### src/include/rcwd_pkg.sv
// Purpose: constants and carrier types for the reset configuration decoder
// Assumes: word bit 0 is the most significant of the 16-bit field
// Notes:   indices below are positions in a [0:15] numbered word
package rcwd_pkg;
    localparam int WORD_W           = 16;
    localparam int ARB_BIT          = 0;
    localparam int PREFIX_BIT       = 1;
    localparam int DRIVE_BIT        = 2;
    localparam int BOOT_DIS_BIT     = 3;
    localparam int WIDTH_HI_BIT     = 4;
    localparam int WIDTH_LO_BIT     = 5;
    localparam int RSV_FIRST_BIT    = 6;
    localparam int RSV_LAST_BIT     = 8;
    localparam int DBG_HI_BIT       = 9;
    localparam int DBG_LO_BIT       = 10;
    localparam int STROBE_BIT       = 12;
    localparam int DIV_HI_BIT       = 13;
    localparam int DIV_LO_BIT       = 14;
    localparam int INTERLOCK_BIT    = 15;

    localparam logic [1:0] WIDTH_32 = 2'h0;
    localparam logic [1:0] WIDTH_8  = 2'h1;
    localparam logic [1:0] WIDTH_16 = 2'h2;
    localparam logic [1:0] WIDTH_RSV = 2'h3;

    // default word: every field zero selects the power-on default
    localparam logic [15:0] DEFAULT_WORD = 16'h0000;

    typedef struct packed {
        logic       arbitration_select;
        logic       vector_prefix_init;
        logic       bus_drive_reduce;
        logic       boot_cs_disable;
        logic [1:0] boot_width;
        logic [1:0] debug_pin_config;
        logic       strobe_type_select;
        logic [1:0] bus_clock_divide;
        logic       interlock_target_select;
    } rcwd_settings_s;
endpackage : rcwd_pkg

### src/verilog/rcwd_decode.sv
// Purpose: capture the reset configuration word and hold decoded settings
// Assumes: word inputs are stable and synchronous to clk while in reset
// Notes:   settings reset to defaults, then follow the word until release
//
// How it works
// - bit 0 picks internal or external arbiter
// - bit 1 seeds the interrupt prefix bit
// - bit 2 reduces bus pin and clock drive
// - bit 3 clear activates bank 0 boot
// - bank 0 option write ends boot overrides
// - bits 4-5 give boot port width
// - bits 9-10 give debug pin configuration
// - bit 12 picks strobe or address type
// - bits 13-14 give bus clock divide
// - bit 15 picks interlock write target
// - interlock select always from flash word
`timescale 1ns/1ps
module rcwd_decode (
    input  wire logic                    clk,
    input  wire logic                    rst_n,
    input  wire logic                    reset_active,
    input  wire logic [15:0]             reset_config_word,
    input  wire logic [15:0]             flash_config_word,
    input  wire logic                    bank0_option_write,
    output rcwd_pkg::rcwd_settings_s     settings,
    output logic                         bank0_boot_active,
    output logic                         bank0_match_all,
    output logic                         boot_overrides_live,
    output logic                         reserved_bits_error
);
    // one-hot phases of the bank 0 hand-over
    typedef enum logic [2:0] {
        RCWD_PH_LOAD = 3'h1,
        RCWD_PH_BOOT = 3'h2,
        RCWD_PH_SOFT = 3'h4
    } rcwd_phase_e;

    localparam int WIDTH_W = rcwd_pkg::WIDTH_LO_BIT
                           - rcwd_pkg::WIDTH_HI_BIT + 1;
    localparam int DBG_W   = rcwd_pkg::DBG_LO_BIT
                           - rcwd_pkg::DBG_HI_BIT + 1;
    localparam int DIV_W   = rcwd_pkg::DIV_LO_BIT
                           - rcwd_pkg::DIV_HI_BIT + 1;
    localparam int RSV_W   = rcwd_pkg::RSV_LAST_BIT
                           - rcwd_pkg::RSV_FIRST_BIT + 1;

    rcwd_pkg::rcwd_settings_s    next_settings;
    rcwd_phase_e                 phase;
    rcwd_phase_e                 next_phase;
    logic [0:rcwd_pkg::WORD_W-1] word;
    logic [0:rcwd_pkg::WORD_W-1] fword;
    logic                        arb_bit;
    logic                        prefix_bit;
    logic                        drive_bit;
    logic                        boot_dis_bit;
    logic [WIDTH_W-1:0]          width_field;
    logic [DBG_W-1:0]            dbg_field;
    logic                        strobe_bit;
    logic [DIV_W-1:0]            div_field;
    logic                        interlock_bit;
    logic [RSV_W-1:0]            rsv_field;
    logic                        next_live;

    // reverse so index 0 names the most significant bit
    always_comb begin
        for (int i = 0; i < rcwd_pkg::WORD_W; i++) begin
            word[i]  = reset_config_word[15-i];
            fword[i] = flash_config_word[15-i];
        end
    end

    // one extractor per field keeps the bit numbering in one place
    rcwd_field #(
        .FIRST (rcwd_pkg::ARB_BIT),
        .FW    (1)
    ) u_arb (
        .word  (word),
        .field (arb_bit)
    );
    rcwd_field #(
        .FIRST (rcwd_pkg::PREFIX_BIT),
        .FW    (1)
    ) u_prefix (
        .word  (word),
        .field (prefix_bit)
    );
    rcwd_field #(
        .FIRST (rcwd_pkg::DRIVE_BIT),
        .FW    (1)
    ) u_drive (
        .word  (word),
        .field (drive_bit)
    );
    rcwd_field #(
        .FIRST (rcwd_pkg::BOOT_DIS_BIT),
        .FW    (1)
    ) u_boot_dis (
        .word  (word),
        .field (boot_dis_bit)
    );
    rcwd_field #(
        .FIRST (rcwd_pkg::WIDTH_HI_BIT),
        .FW    (WIDTH_W)
    ) u_width (
        .word  (word),
        .field (width_field)
    );
    rcwd_field #(
        .FIRST (rcwd_pkg::DBG_HI_BIT),
        .FW    (DBG_W)
    ) u_dbg (
        .word  (word),
        .field (dbg_field)
    );
    rcwd_field #(
        .FIRST (rcwd_pkg::STROBE_BIT),
        .FW    (1)
    ) u_strobe (
        .word  (word),
        .field (strobe_bit)
    );
    rcwd_field #(
        .FIRST (rcwd_pkg::DIV_HI_BIT),
        .FW    (DIV_W)
    ) u_div (
        .word  (word),
        .field (div_field)
    );
    rcwd_field #(
        .FIRST (rcwd_pkg::RSV_FIRST_BIT),
        .FW    (RSV_W)
    ) u_rsv (
        .word  (word),
        .field (rsv_field)
    );
    // the flash word alone feeds the interlock select
    rcwd_field #(
        .FIRST (rcwd_pkg::INTERLOCK_BIT),
        .FW    (1)
    ) u_lock (
        .word  (fword),
        .field (interlock_bit)
    );

    always_comb begin
        next_settings.arbitration_select      = arb_bit;
        next_settings.vector_prefix_init      = prefix_bit;
        next_settings.bus_drive_reduce        = drive_bit;
        next_settings.boot_cs_disable         = boot_dis_bit;
        next_settings.boot_width              = width_field;
        next_settings.debug_pin_config        = dbg_field;
        next_settings.strobe_type_select      = strobe_bit;
        next_settings.bus_clock_divide        = div_field;
        // the external or default word never supplies this bit
        next_settings.interlock_target_select = interlock_bit;
    end

    // sampled each cycle of reset, frozen at release
    always_ff @(posedge clk or negedge rst_n) begin
        if (!rst_n) begin
            // all-zero settings are the power-on defaults
            settings <= '0;
        end else if (reset_active) begin
            settings <= next_settings;
        end
    end

    // option writes count only once reset has let go
    always_comb begin
        next_phase = phase;
        case (phase)
            RCWD_PH_LOAD: begin
                if (reset_active) begin
                    next_phase = RCWD_PH_LOAD;
                end else if (bank0_option_write) begin
                    next_phase = RCWD_PH_SOFT;
                end else begin
                    next_phase = RCWD_PH_BOOT;
                end
            end
            RCWD_PH_BOOT: begin
                if (reset_active) begin
                    next_phase = RCWD_PH_LOAD;
                end else if (bank0_option_write) begin
                    next_phase = RCWD_PH_SOFT;
                end else begin
                    next_phase = RCWD_PH_BOOT;
                end
            end
            RCWD_PH_SOFT: begin
                if (reset_active) begin
                    next_phase = RCWD_PH_LOAD;
                end else begin
                    next_phase = RCWD_PH_SOFT;
                end
            end
            default: begin
                next_phase = RCWD_PH_LOAD;
            end
        endcase
    end

    assign next_live = (next_phase != RCWD_PH_SOFT);

    always_ff @(posedge clk or negedge rst_n) begin
        if (!rst_n) begin
            phase <= RCWD_PH_LOAD;
        end else begin
            phase <= next_phase;
        end
    end

    // registered so the boot outputs never glitch on the phase decode
    always_ff @(posedge clk or negedge rst_n) begin
        if (!rst_n) begin
            boot_overrides_live <= 1'b1;
        end else begin
            boot_overrides_live <= next_live;
        end
    end

    // reserved bits are the supplier's duty; flag only for visibility
    always_ff @(posedge clk or negedge rst_n) begin
        if (!rst_n) begin
            reserved_bits_error <= 1'b0;
        end else if (reset_active) begin
            reserved_bits_error <= |rsv_field;
        end
    end

    assign bank0_boot_active = boot_overrides_live
                             & ~settings.boot_cs_disable;
    assign bank0_match_all   = bank0_boot_active;
endmodule : rcwd_decode

// picks a field from a word numbered 0 at its most significant end
module rcwd_field #(
    parameter int FIRST = 0,
    parameter int FW    = 1
) (
    input  wire logic [0:rcwd_pkg::WORD_W-1] word,
    output logic      [FW-1:0]               field
);
    assign field = word[FIRST +: FW];
endmodule : rcwd_field

### config.mk
export PLATFORM = sky130hd
export DESIGN_NAME = rcwd_decode
export DESIGN_NICKNAME = d
export VERILOG_FILES = /design/src/include/rcwd_pkg.sv /design/src/verilog/rcwd_decode.sv
export SDC_FILE = /design/constraint.sdc
export NUM_CORES = 1
export LEC_CHECK = 0
export BUFFER_PORTS_ARGS = -buffer_cell sky130_fd_sc_hd__buf_2
export CORE_MARGIN = 2
export CORE_UTILIZATION = 42
export CTS_BUF_LIST = sky130_fd_sc_hd__clkbuf_4
export DETAILED_ROUTE_END_ITERATION = 16
export PLACE_DENSITY_LB_ADDON = 0.3
export RECOVER_POWER = 25
export REMOVE_ABC_BUFFERS = 1
export SLEW_MARGIN = 0
export SYNTH_ARGS = -nofsm -noshare
export SYNTH_HDL_FRONTEND = slang
export SYNTH_HIERARCHICAL = 1
export SYNTH_SLANG_ARGS = --single-unit
export TNS_END_PERCENT = 100
### constraint.sdc
create_clock -name clk -period 1.5 [get_ports clk]
set_input_delay 0.15 -clock clk [delete_from_list [all_inputs] [get_ports clk]]
set_output_delay 0.15 -clock clk [all_outputs]
set_load 0.02 [all_outputs]
==> results.rst, run 1 <==
.. list-table::
   :header-rows: 1

   * - Metric
     - Value
   * - Status
     - completed
   * - Maximum single-stage delay on the critical path
     - 0.53 ns
   * - Initial Util
     - 0.452
   * - Antenna violations before repair
     - 0
   * - Most area-consuming cells after synthesis
     - sky130_fd_sc_hd__dfrtp_1 (47%), sky130_fd_sc_hd__mux2_2 (17%), sky130_fd_sc_hd__buf_4 (15%), sky130_fd_sc_hd__dfstp_2 (6.6%), sky130_fd_sc_hd__or4b_4 (1.7%)
   * - Num CTS Buffers
     - 3
   * - Met1 global-route usage
     - 0.141
   * - Final critical-path setup slack
     - 0.213 ns
   * - Sequential fraction of design power
     - 0.534
   * - Pins Over Slew Limit
     - 0
   * - Number of max-cap violations
     - 0
   * - Ratio of total power to cell area
     - 1140 nW/um^2
   * - Synth top area share
     - 0.471
   * - Slew headroom
     - 0.421
   * - Flip-flop and latch count after synthesis
     - 17
   * - Clock tree from TritonCTS
     - done
   * - Die Span Y
     - 47.6 um
   * - Clock-pin transition on the worst setup and hold timing paths
     - 0.09 ns
   * - Share of post-route cells with drive strength above 1
     - 0.639
   * - Switching portion of total power
     - 0.283
   * - Drt initial violations
     - 2
   * - Setup repair after global routing missed its margin
     - no
   * - Wire length reported by the detailed router
     - 1180 um
   * - Diodes inserted
     - 0
   * - Number of flops mapped to enable cells by yosys
     - 0
   * - Global placer's final weighted congestion
     - 0.636
   * - Top FF cell, synth
     - sky130_fd_sc_hd__dfrtp_1
   * - Syn. warnings
     - 6
   * - Min cycle time layout
     - 1.29 ns
   * - Startpoint kind of the worst setup timing path
     - register
   * - Top Ports
     - 52
   * - Biggest area consumer among synthesized cells
     - sky130_fd_sc_hd__dfrtp_1
   * - Worst flop-to-flop path startpoint
     - phase[1]$_DFF_PN0_
   * - Cell types with the highest counts after synthesis
     - sky130_fd_sc_hd__buf_4 (16), sky130_fd_sc_hd__dfrtp_1 (15), sky130_fd_sc_hd__mux2_2 (12), sky130_fd_sc_hd__dfstp_2 (2), sky130_fd_sc_hd__inv_1 (2)
   * - Worst IR drop on VDD
     - 0.555 mV
   * - Clock Tree Buf Depth
     - 2
   * - Number of endpoints failing setup at the final stage
     - 0
   * - Clk_lat worst skew
     - 0.28 ns
   * - Worst Hold Endpoint
     - phase[1]$_DFF_PN0_
   * - # nets final
     - 120
   * - Die Wd
     - 47.6 um
   * - Register-to-Register Setup Slack
     - 0.34 ns
   * - Total Power Consumption
     - 1.03 mW
   * - Total overflow reported by the global router
     - 0
   * - Worst path required time
     - 1.35 ns
   * - Final cell utilization of the core
     - 0.515
   * - Total placed instance area
     - 870 um^2
   * - Post-Route Hold Slack
     - 0.0434 ns
   * - Achievable clock frequency
     - 0.777 GHz
   * - Clock power frac
     - 0.245
   * - Share of power burned in combinational logic
     - 0.221
   * - Worst hold path startpoint
     - bank0_option_write
   * - CTS sink count
     - 17
   * - Average cell area after synthesis
     - 13.1 um^2
   * - Crit end category
     - output pin
   * - HP Class
     - in2reg
   * - Switching power of the nets
     - 292 uW
   * - Largest net degree at the start of global routing
     - 18
   * - Placeable core region
     - 1760 um^2
   * - Number of vias in the routed layout
     - 502
   * - DRT Pass-1 Iters
     - 2
   * - Biggest fanout along the worst timing path
     - 2
   * - Count leader, synth
     - sky130_fd_sc_hd__buf_4
   * - Place WS
     - 0.354 ns
   * - Asr flop ratio synth
     - 1.00
   * - Global-route layer with the greatest usage
     - met2
   * - Tot GR Track Use
     - 0.110
   * - DRC violation count after routing
     - 0
   * - Non-Filler Instances
     - 108
   * - Detailed-route vias per instance
     - 4.65
   * - Cell chosen for the clock root
     - sky130_fd_sc_hd__clkbuf_4
   * - Leak
     - 0.437 nW
   * - Fraction of the cycle the final worst path needs
     - 0.858
   * - Hold violation total from the final report
     - 0
   * - Number of levels in the clock H-tree
     - 1
   * - P&R area growth vs syn
     - 14.0%
   * - Category of the critical setup timing path
     - reg2out
   * - Internal Pwr Total
     - 741 uW
   * - Met2 GRT Util
     - 0.165
   * - Post-synthesis cell type count
     - 19
   * - Placed Instances
     - 103
   * - Arrival time at the worst endpoint
     - 1.14 ns
   * - Die area
     - 2260 um^2
   * - WHS Path Cells
     - 2
   * - Seq/Total Area, Yosys
     - 0.537
   * - Actual slew at the worst max-slew pin
     - 0.869 ns
   * - Worst r2r dst
     - boot_overrides_live$_DFF_PN1_
   * - Syn Inst Count
     - 61
   * - Critical path, cell by cell
     - nor2b_1 -> buf_2
   * - Vias in the first global route
     - 398
   * - DR WL/cell
     - 10.9 um
   * - Wire length of the first global-routing pass
     - 1660 um
   * - Met3 Usage GRT
     - 0.0415
   * - Residual antenna-violating net count after detailed routing
     - 0
   * - HPWL after DPL
     - 923 um
   * - Worst Skew
     - 0.000318 ns
   * - Cell Area, Synth
     - 797 um^2
   * - Library cell contributing the largest single delay on the critical path
     - sky130_fd_sc_hd__dfstp_2
   * - Number of cells on the worst reg-to-reg path
     - 2
   * - IO Port Bufs
     - 34
   * - Final cell area excluding filler cells
     - 908 um^2
   * - Number of core rows
     - 15
   * - Sum Neg Setup Slack
     - 0 ns
[power by group through the flow]
stage	clock network, mW	registers (mW)	logic [mW]
2_1_floorplan	0	0.607	0.0851
3_3_place_gp	0	0.557	0.228
3_5_place_dp	0	0.562	0.230
4_1_cts	0.263	0.553	0.233
5_1_grt	0.290	0.562	0.253
6_report	0.253	0.552	0.229
[state kept, by name, indices dropped and copies added (netlist names)]
name	count
phase	3
boot_overrides_live	1
settings	12
reserved_bits_error	1
[per-layer routing]
| layer | wire (um) | up-vias | share of wire |
|---|---|---|---|
| li1 | - | 243 | - |
| met1 | 520 | 229 | 0.44 |
| met2 | 508 | 28 | 0.43 |
| met3 | 131 | 2 | 0.11 |
| met4 | 16 | 0 | 0.014 |
| met5 | 0 | - | 0 |
[critical path: cells and delay by family, from the launching register on]
kind	cells	cell delay [ns]
and+or+nand+nor	1	0.14
buffers and inverters	1	0.18
DFF	1	0.53
[cells by family (layout without fill, tap and decap cells)]
group / after synthesis / in the layout / synth area share
xor+xnor: 2 / 2 / 0.0220
buf+inv: 20 / 42 / 0.181
flops: 17 / 17 / 0.537
mux: 12 / 12 / 0.170
compound gates: 5 / 5 / 0.0471
simple gates: 5 / 5 / 0.0440
[worst max path at each step]
stage                                             start                       endpoint  cells after the start
after CTS                 boot_overrides_live$_DFF_PN1_                bank0_match_all                      2
after floorplan           boot_overrides_live$_DFF_PN1_              bank0_boot_active                      1
after global routing      boot_overrides_live$_DFF_PN1_                bank0_match_all                      2
after global placement               phase[1]$_DFF_PN0_  boot_overrides_live$_DFF_PN1_                      2
final                     boot_overrides_live$_DFF_PN1_                bank0_match_all                      2
after detailed placement             phase[1]$_DFF_PN0_  boot_overrides_live$_DFF_PN1_                      2
[cell usage in the layout, fill, tap and decap left out]
master | synthesis | final
sky130_fd_sc_hd__dlygate4sd3_1 | 0 | 1
sky130_fd_sc_hd__o41a_1 | 1 | 1
sky130_fd_sc_hd__nor4_1 | 1 | 1
sky130_fd_sc_hd__o41ai_1 | 1 | 1
sky130_fd_sc_hd__xnor2_1 | 1 | 1
sky130_fd_sc_hd__clkbuf_4 | 0 | 4
sky130_fd_sc_hd__a21oi_1 | 1 | 1
sky130_fd_sc_hd__inv_1 | 2 | 2
sky130_fd_sc_hd__buf_2 | 1 | 33
sky130_fd_sc_hd__dfstp_2 | 2 | 2
sky130_fd_sc_hd__mux2_2 | 12 | 12
sky130_fd_sc_hd__nor2_1 | 1 | 1
sky130_fd_sc_hd__o211ai_1 | 1 | 1
sky130_fd_sc_hd__nor3_1 | 1 | 1
sky130_fd_sc_hd__o21ai_0 | 1 | 1
sky130_fd_sc_hd__or4b_4 | 1 | 1
sky130_fd_sc_hd__buf_4 | 16 | 1
sky130_fd_sc_hd__clkbuf_1 | 0 | 1
sky130_fd_sc_hd__xor2_1 | 1 | 1
sky130_fd_sc_hd__nor2b_1 | 1 | 1
sky130_fd_sc_hd__dfrtp_1 | 15 | 15
[area by class of cell]
class	instances	area (um^2)
Timing Repair Buffer	36	186
Clock buffer	4	30.0
Tap cell	25	31.3
Sequential cell	17	428
Fill cell	177	856
Inverter	2	7.51
Multi-Input combinational cell	24	225
[repair_timing]
item	4_1_cts	5_1_grt
setup buffers	0	0
setup endpoints to repair	0	0
gates resized for setup	0	0
endpoints found under the hold margin	15	0
hold buffers	1	0
(Power assumes the default switching activity.)
==> run 2: changes to the inputs <==
--- a/config.mk
+++ b/config.mk
@@ -7,8 +7,7 @@
 export LEC_CHECK = 0
 export BUFFER_PORTS_ARGS = -buffer_cell sky130_fd_sc_hd__buf_2
 export CORE_MARGIN = 2
-export CORE_UTILIZATION = 42
-export CTS_BUF_LIST = sky130_fd_sc_hd__clkbuf_4
+export CORE_UTILIZATION = 40
 export DETAILED_ROUTE_END_ITERATION = 16
 export PLACE_DENSITY_LB_ADDON = 0.3
 export RECOVER_POWER = 25
==> constraint.sdc (replaced) <==
create_clock -name clk -period 1.4 [get_ports clk]
set_input_delay 0.14 -clock clk [delete_from_list [all_inputs] [get_ports clk]]
set_output_delay 0.14 -clock clk [all_outputs]
set_load 0.02 [all_outputs]
==> results.rst, run 2 (same netlist as run 1, synthesis figures left out) <==
.. list-table::
   :header-rows: 1

   * - Metric
     - Value
   * - IO Port Bufs
     - 34
   * - Worst path required time
     - 1.26 ns
   * - Total overflow reported by the global router
     - 0
   * - Crit end category
     - output pin
   * - HP Class
     - in2reg
   * - HPWL after DPL
     - 948 um
   * - Pins Over Slew Limit
     - 0
   * - Hold-fix buffers at CTS
     - 1
   * - Register-to-Register Setup Slack
     - 0.25 ns
   * - Worst r2r dst
     - boot_overrides_live$_DFF_PN1_
   * - Regs by FF count
     - settings: 12 flops, phase: 3 flops
   * - Sum Neg Setup Slack
     - 0 ns
   * - Number of levels in the clock H-tree
     - 1
   * - Die Wd
     - 48.6 um
   * - DRC violation count after routing
     - 0
   * - Number of endpoints failing setup at the final stage
     - 0
   * - Category of the critical setup timing path
     - reg2out
   * - Startpoint kind of the worst setup timing path
     - register
   * - Total placed instance area
     - 872 um^2
   * - Placeable core region
     - 1920 um^2
   * - Worst flop-to-flop path startpoint
     - phase[1]$_DFF_PN0_
   * - Total Power Consumption
     - 1.09 mW
   * - Number of fill cells in the layout
     - 209
   * - Biggest fanout along the worst timing path
     - 2
   * - Diodes inserted
     - 0
   * - Fraction of the cycle the final worst path needs
     - 0.903
   * - # nets final
     - 120
   * - Non-Filler Instances
     - 110
   * - Die area
     - 2370 um^2
   * - Worst Skew
     - 0.000238 ns
   * - Achievable clock frequency
     - 0.791 GHz
   * - Tot GR Track Use
     - 0.119
   * - Global placer's final weighted congestion
     - 0.655
   * - Max FFs per register
     - 12
   * - Share of post-route cells with drive strength above 1
     - 0.627
   * - Share of power burned in combinational logic
     - 0.226
   * - Commonest non-fill, non-tap cells in the layout
     - sky130_fd_sc_hd__buf_2 (33), sky130_fd_sc_hd__dfrtp_1 (15), sky130_fd_sc_hd__mux2_2 (12), sky130_fd_sc_hd__clkbuf_4 (3)
   * - Internal Pwr Total
     - 775 uW
   * - DRT Pass-1 Iters
     - 1
   * - DR WL/cell
     - 11.0 um
   * - Most flop-heavy register
     - settings
   * - Worst hold path startpoint
     - bank0_option_write
   * - WHS Path Cells
     - 2
   * - Min cycle time layout
     - 1.26 ns
   * - Number of max-cap violations
     - 0
   * - Antenna violations before repair
     - 0
   * - Cell chosen for the clock root
     - sky130_fd_sc_hd__clkbuf_4
   * - Count of cells resized by post-cts repair
     - 0
   * - P&R area growth vs syn
     - 13.8%
   * - Residual antenna-violating net count after detailed routing
     - 0
   * - Leak
     - 0.434 nW
   * - Die Span Y
     - 48.6 um
   * - Clock power frac
     - 0.230
   * - Number of core rows
     - 16
   * - Setup repair after global routing missed its margin
     - no
   * - Placed Instances
     - 105
   * - Switching power of the nets
     - 311 uW
   * - Clock tree from TritonCTS
     - done
   * - Largest net degree at the start of global routing
     - 18
   * - Vias in the first global route
     - 541
   * - Slew headroom
     - 0.413
   * - Number of setup buffers added after CTS
     - 0
   * - Switching portion of total power
     - 0.287
   * - Clock-pin transition on the worst setup and hold timing paths
     - 0.09 ns
   * - CTS sink count
     - 17
   * - Area taken by flip-flops and latches
     - 428 um^2
   * - Launch point of the critical path
     - boot_overrides_live$_DFF_PN1_
   * - Top Ports
     - 52
   * - Most common cell after layout, fill and taps aside
     - sky130_fd_sc_hd__buf_2
   * - Clk_lat worst skew
     - 0.28 ns
   * - Number of vias in the routed layout
     - 499
   * - Wire length reported by the detailed router
     - 1210 um
   * - Sequential fraction of design power
     - 0.544
   * - Arrival time at the worst endpoint
     - 1.12 ns
   * - Ratio of total power to cell area
     - 1200 nW/um^2
   * - Wire length of the first global-routing pass
     - 2220 um
   * - Drt initial violations
     - 0
   * - Hold violation total from the final report
     - 0
   * - Final cell utilization of the core
     - 0.472
   * - Clock Tree Buf Depth
     - 2
   * - Worst IR drop on VDD
     - 0.566 mV
   * - Initial Util
     - 0.415
   * - Status
     - completed
   * - Worst Hold Endpoint
     - phase[1]$_DFF_PN0_
   * - Num CTS Buffers
     - 3
   * - Area occupied by multi-input gates
     - 225 um^2
   * - Number of cells on the worst reg-to-reg path
     - 2
   * - Actual slew at the worst max-slew pin
     - 0.880 ns
   * - Final cell area excluding filler cells
     - 907 um^2
   * - Detailed-route vias per instance
     - 4.54
## run 2: power by group through the flow
stage / sequential, mW / clock [mW] / combinational (mW)
6_report: 0.591 / 0.249 / 0.246
5_1_grt: 0.602 / 0.282 / 0.270
4_1_cts: 0.593 / 0.264 / 0.250
3_5_place_dp: 0.601 / 0 / 0.247
3_3_place_gp: 0.599 / 0 / 0.244
2_1_floorplan: 0.650 / 0 / 0.0911
## run 2: worst max-delay path: stages, from the launching register on
cell                      delay, ns
sky130_fd_sc_hd__dfstp_2       0.53
sky130_fd_sc_hd__nor2b_1       0.14
sky130_fd_sc_hd__buf_2         0.18
## run 2: cell type report
cell class | instances | area share
clock buffers | 4 | 0.0290
well taps | 27 | 0.0372
flip-flops and latches | 17 | 0.472
repair buffers | 36 | 0.206
multi-input cells | 24 | 0.248
inverters | 2 | 0.00828
## run 2: worst max path at each step
stage,end,depth (start not counted),slack (ns)
final,bank0_boot_active,2,0.14
after global routing,bank0_match_all,2,0.06
after CTS,bank0_boot_active,2,0.11
after detailed placement,boot_overrides_live$_DFF_PN1_,2,0.26
after global placement,boot_overrides_live$_DFF_PN1_,2,0.27
after floorplan,bank0_boot_active,1,0.08
## run 2: metrics by stage
stage / worst slack, ns / hold slack, ns
global placement: 0.266 / 0.0811
detailed placement: 0.262 / 0.0790
global route: 0.0645 / 0.0238
finish: 0.135 / 0.0290
CTS: 0.110 / 0.0209
floorplan: 0.0825 / -0.156
## run 2: metal layers
layer | vias to the layer above | wire length, um | track usage
met4 | 0 | 6 | 0.0571
met3 | 2 | 102 | 0.0247
li1 | 237 | - | -
met5 | - | 0 | 0
met1 | 239 | 493 | 0.139
met2 | 21 | 602 | 0.208
==> run 3: changes to the inputs <==
--- a/config.mk
+++ b/config.mk
@@ -5,7 +5,7 @@
 export SDC_FILE = /design/constraint.sdc
 export NUM_CORES = 1
 export LEC_CHECK = 0
-export BUFFER_PORTS_ARGS = -buffer_cell sky130_fd_sc_hd__buf_2
+export BUFFER_PORTS_ARGS = -buffer_cell sky130_fd_sc_hd__buf_4
 export CORE_MARGIN = 2
 export CORE_UTILIZATION = 40
 export DETAILED_ROUTE_END_ITERATION = 16
==> results.rst, run 3 (same netlist as run 1, synthesis figures left out) <==
.. list-table::
   :header-rows: 1

   * - Metric
     - Value
   * - Status
     - completed
   * - Drt initial violations
     - 3
   * - Global placer's final weighted congestion
     - 0.627
   * - P&R area growth vs syn
     - 23.2%
   * - Number of vias in the routed layout
     - 499
   * - Post-Route Hold Slack
     - 0.00793 ns
   * - Final cell area excluding filler cells
     - 982 um^2
   * - Die Wd
     - 48.6 um
   * - Worst flop-to-flop path startpoint
     - phase[1]$_DFF_PN0_
   * - Sum Neg Setup Slack
     - 0 ns
   * - Total placed instance area
     - 950 um^2
   * - Final critical-path setup slack
     - 0.112 ns
   * - Number of core rows
     - 16
   * - Startpoint kind of the worst setup timing path
     - register
   * - Diodes inserted
     - 0
   * - Total overflow reported by the global router
     - 0
   * - Crit end category
     - output pin
   * - Place WS
     - 0.251 ns
   * - Number of setup buffers added after CTS
     - 0
   * - Arrival time at the worst endpoint
     - 1.15 ns
   * - Non-Filler Instances
     - 109
   * - Min cycle time layout
     - 1.29 ns
   * - Ratio of total power to cell area
     - 1170 nW/um^2
   * - Count of cells resized by post-cts repair
     - 0
   * - Biggest fanout along the worst timing path
     - 2
   * - Actual slew at the worst max-slew pin
     - 0.924 ns
   * - Tot GR Track Use
     - 0.137
   * - DRT Pass-1 Iters
     - 3
   * - Regs by FF count
     - settings: 12 flops, phase: 3 flops
   * - IO Port Bufs
     - 34
   * - Clock tree from TritonCTS
     - done
   * - Antenna violations before repair
     - 0
   * - Worst IR drop on VDD
     - 0.620 mV
   * - Number of max-cap violations
     - 0
   * - HP Class
     - in2reg
   * - Worst path required time
     - 1.26 ns
   * - Slew headroom
     - 0.384
   * - Most flop-heavy register
     - settings
   * - Critical path destination
     - bank0_match_all
   * - Largest net degree at the start of global routing
     - 20
   * - Placed Instances
     - 104
   * - Die area
     - 2370 um^2
   * - Clock Tree Buf Depth
     - 2
   * - CTS sink count
     - 17
   * - Worst r2r dst
     - boot_overrides_live$_DFF_PN1_
   * - Launch point of the critical path
     - boot_overrides_live$_DFF_PN1_
   * - Wire length of the first global-routing pass
     - 2460 um
   * - Pins Over Slew Limit
     - 0
   * - Setup repair after global routing missed its margin
     - no
   * - Die Span Y
     - 48.6 um
   * - Detailed-route vias per instance
     - 4.58
   * - Initial Util
     - 0.415
   * - Worst Skew
     - 0.0000394 ns
   * - Clk_lat worst skew
     - 0.28 ns
   * - HPWL after DPL
     - 1010 um
   * - Top Ports
     - 52
   * - Number of endpoints failing setup at the final stage
     - 0
   * - Final cell utilization of the core
     - 0.511
   * - Hold violation total from the final report
     - 0
   * - Total Power Consumption
     - 1.15 mW
   * - DR WL/cell
     - 12.8 um
   * - Vias in the first global route
     - 547
   * - Number of cells on the worst reg-to-reg path
     - 2
   * - Share of post-route cells with drive strength above 1
     - 0.622
   * - Commonest non-fill, non-tap cells in the layout
     - sky130_fd_sc_hd__buf_4 (33), sky130_fd_sc_hd__dfrtp_1 (15), sky130_fd_sc_hd__mux2_2 (12), sky130_fd_sc_hd__clkbuf_4 (3)
   * - Cell chosen for the clock root
     - sky130_fd_sc_hd__clkbuf_4
   * - Wire length reported by the detailed router
     - 1400 um
   * - Clock-pin transition on the worst setup and hold timing paths
     - 0.10 ns
   * - Num CTS Buffers
     - 3
   * - Max FFs per register
     - 12
   * - Category of the critical setup timing path
     - reg2out
   * - Achievable clock frequency
     - 0.776 GHz
   * - Placeable core region
     - 1920 um^2
   * - DRC violation count after routing
     - 0
   * - # nets final
     - 119
   * - Most common cell after layout, fill and taps aside
     - sky130_fd_sc_hd__buf_4
   * - Number of levels in the clock H-tree
     - 1
   * - Hold-fix buffers at CTS
     - 1
   * - Fraction of the cycle the final worst path needs
     - 0.920
   * - Leak
     - 0.459 nW
   * - Register-to-Register Setup Slack
     - 0.23 ns
   * - Residual antenna-violating net count after detailed routing
     - 0
==> run 3: cell types whose count changed in the layout (fill, tap and decap cells not counted), sizes merged <==
cell and change:
buf -1
==> run 3: critical path: stages, from the launching register on <==
cell                      delay [ns]
sky130_fd_sc_hd__dfstp_2        0.54
sky130_fd_sc_hd__nor2b_1        0.16
sky130_fd_sc_hd__buf_4          0.16
==> run 3: where the power goes <==
| group | switching, mW | internal [mW] |
|---|---|---|
| clock | 0.152 | 0.111 |
| combinational | 0.138 | 0.150 |
| sequential | 0.0427 | 0.554 |
==> run 3: worst min-delay path by stage <==
| stage | depth (start not counted) | from | to |
|---|---|---|---|
| after floorplan | 0 | rst_n | phase[1]$_DFF_PN0_ |
| after global placement | 1 | rst_n | settings[7]$_DFFE_PN0P_ |
| after detailed placement | 1 | rst_n | settings[7]$_DFFE_PN0P_ |
| after CTS | 2 | bank0_option_write | phase[1]$_DFF_PN0_ |
| after global routing | 2 | bank0_option_write | phase[1]$_DFF_PN0_ |
| final | 2 | bank0_option_write | phase[1]$_DFF_PN0_ |
==> run 3: per-layer routing <==
metal | vias up | part of all wire | track usage
met5 | - | 0 | 0
met4 | 0 | 0.0093 | 0.0714
met3 | 2 | 0.078 | 0.0432
met2 | 21 | 0.52 | 0.231
met1 | 238 | 0.39 | 0.157
li1 | 238 | - | -
==> run 3: layout make-up <==
class                           instances  area, um^2
Clock buffer                            4        26.3
Fill cell                             191         940
Inverter                                2        7.51
Multi-Input combinational cell         24         225
Sequential cell                        17         428
Tap cell                               27        33.8
Timing Repair Buffer                   35         262
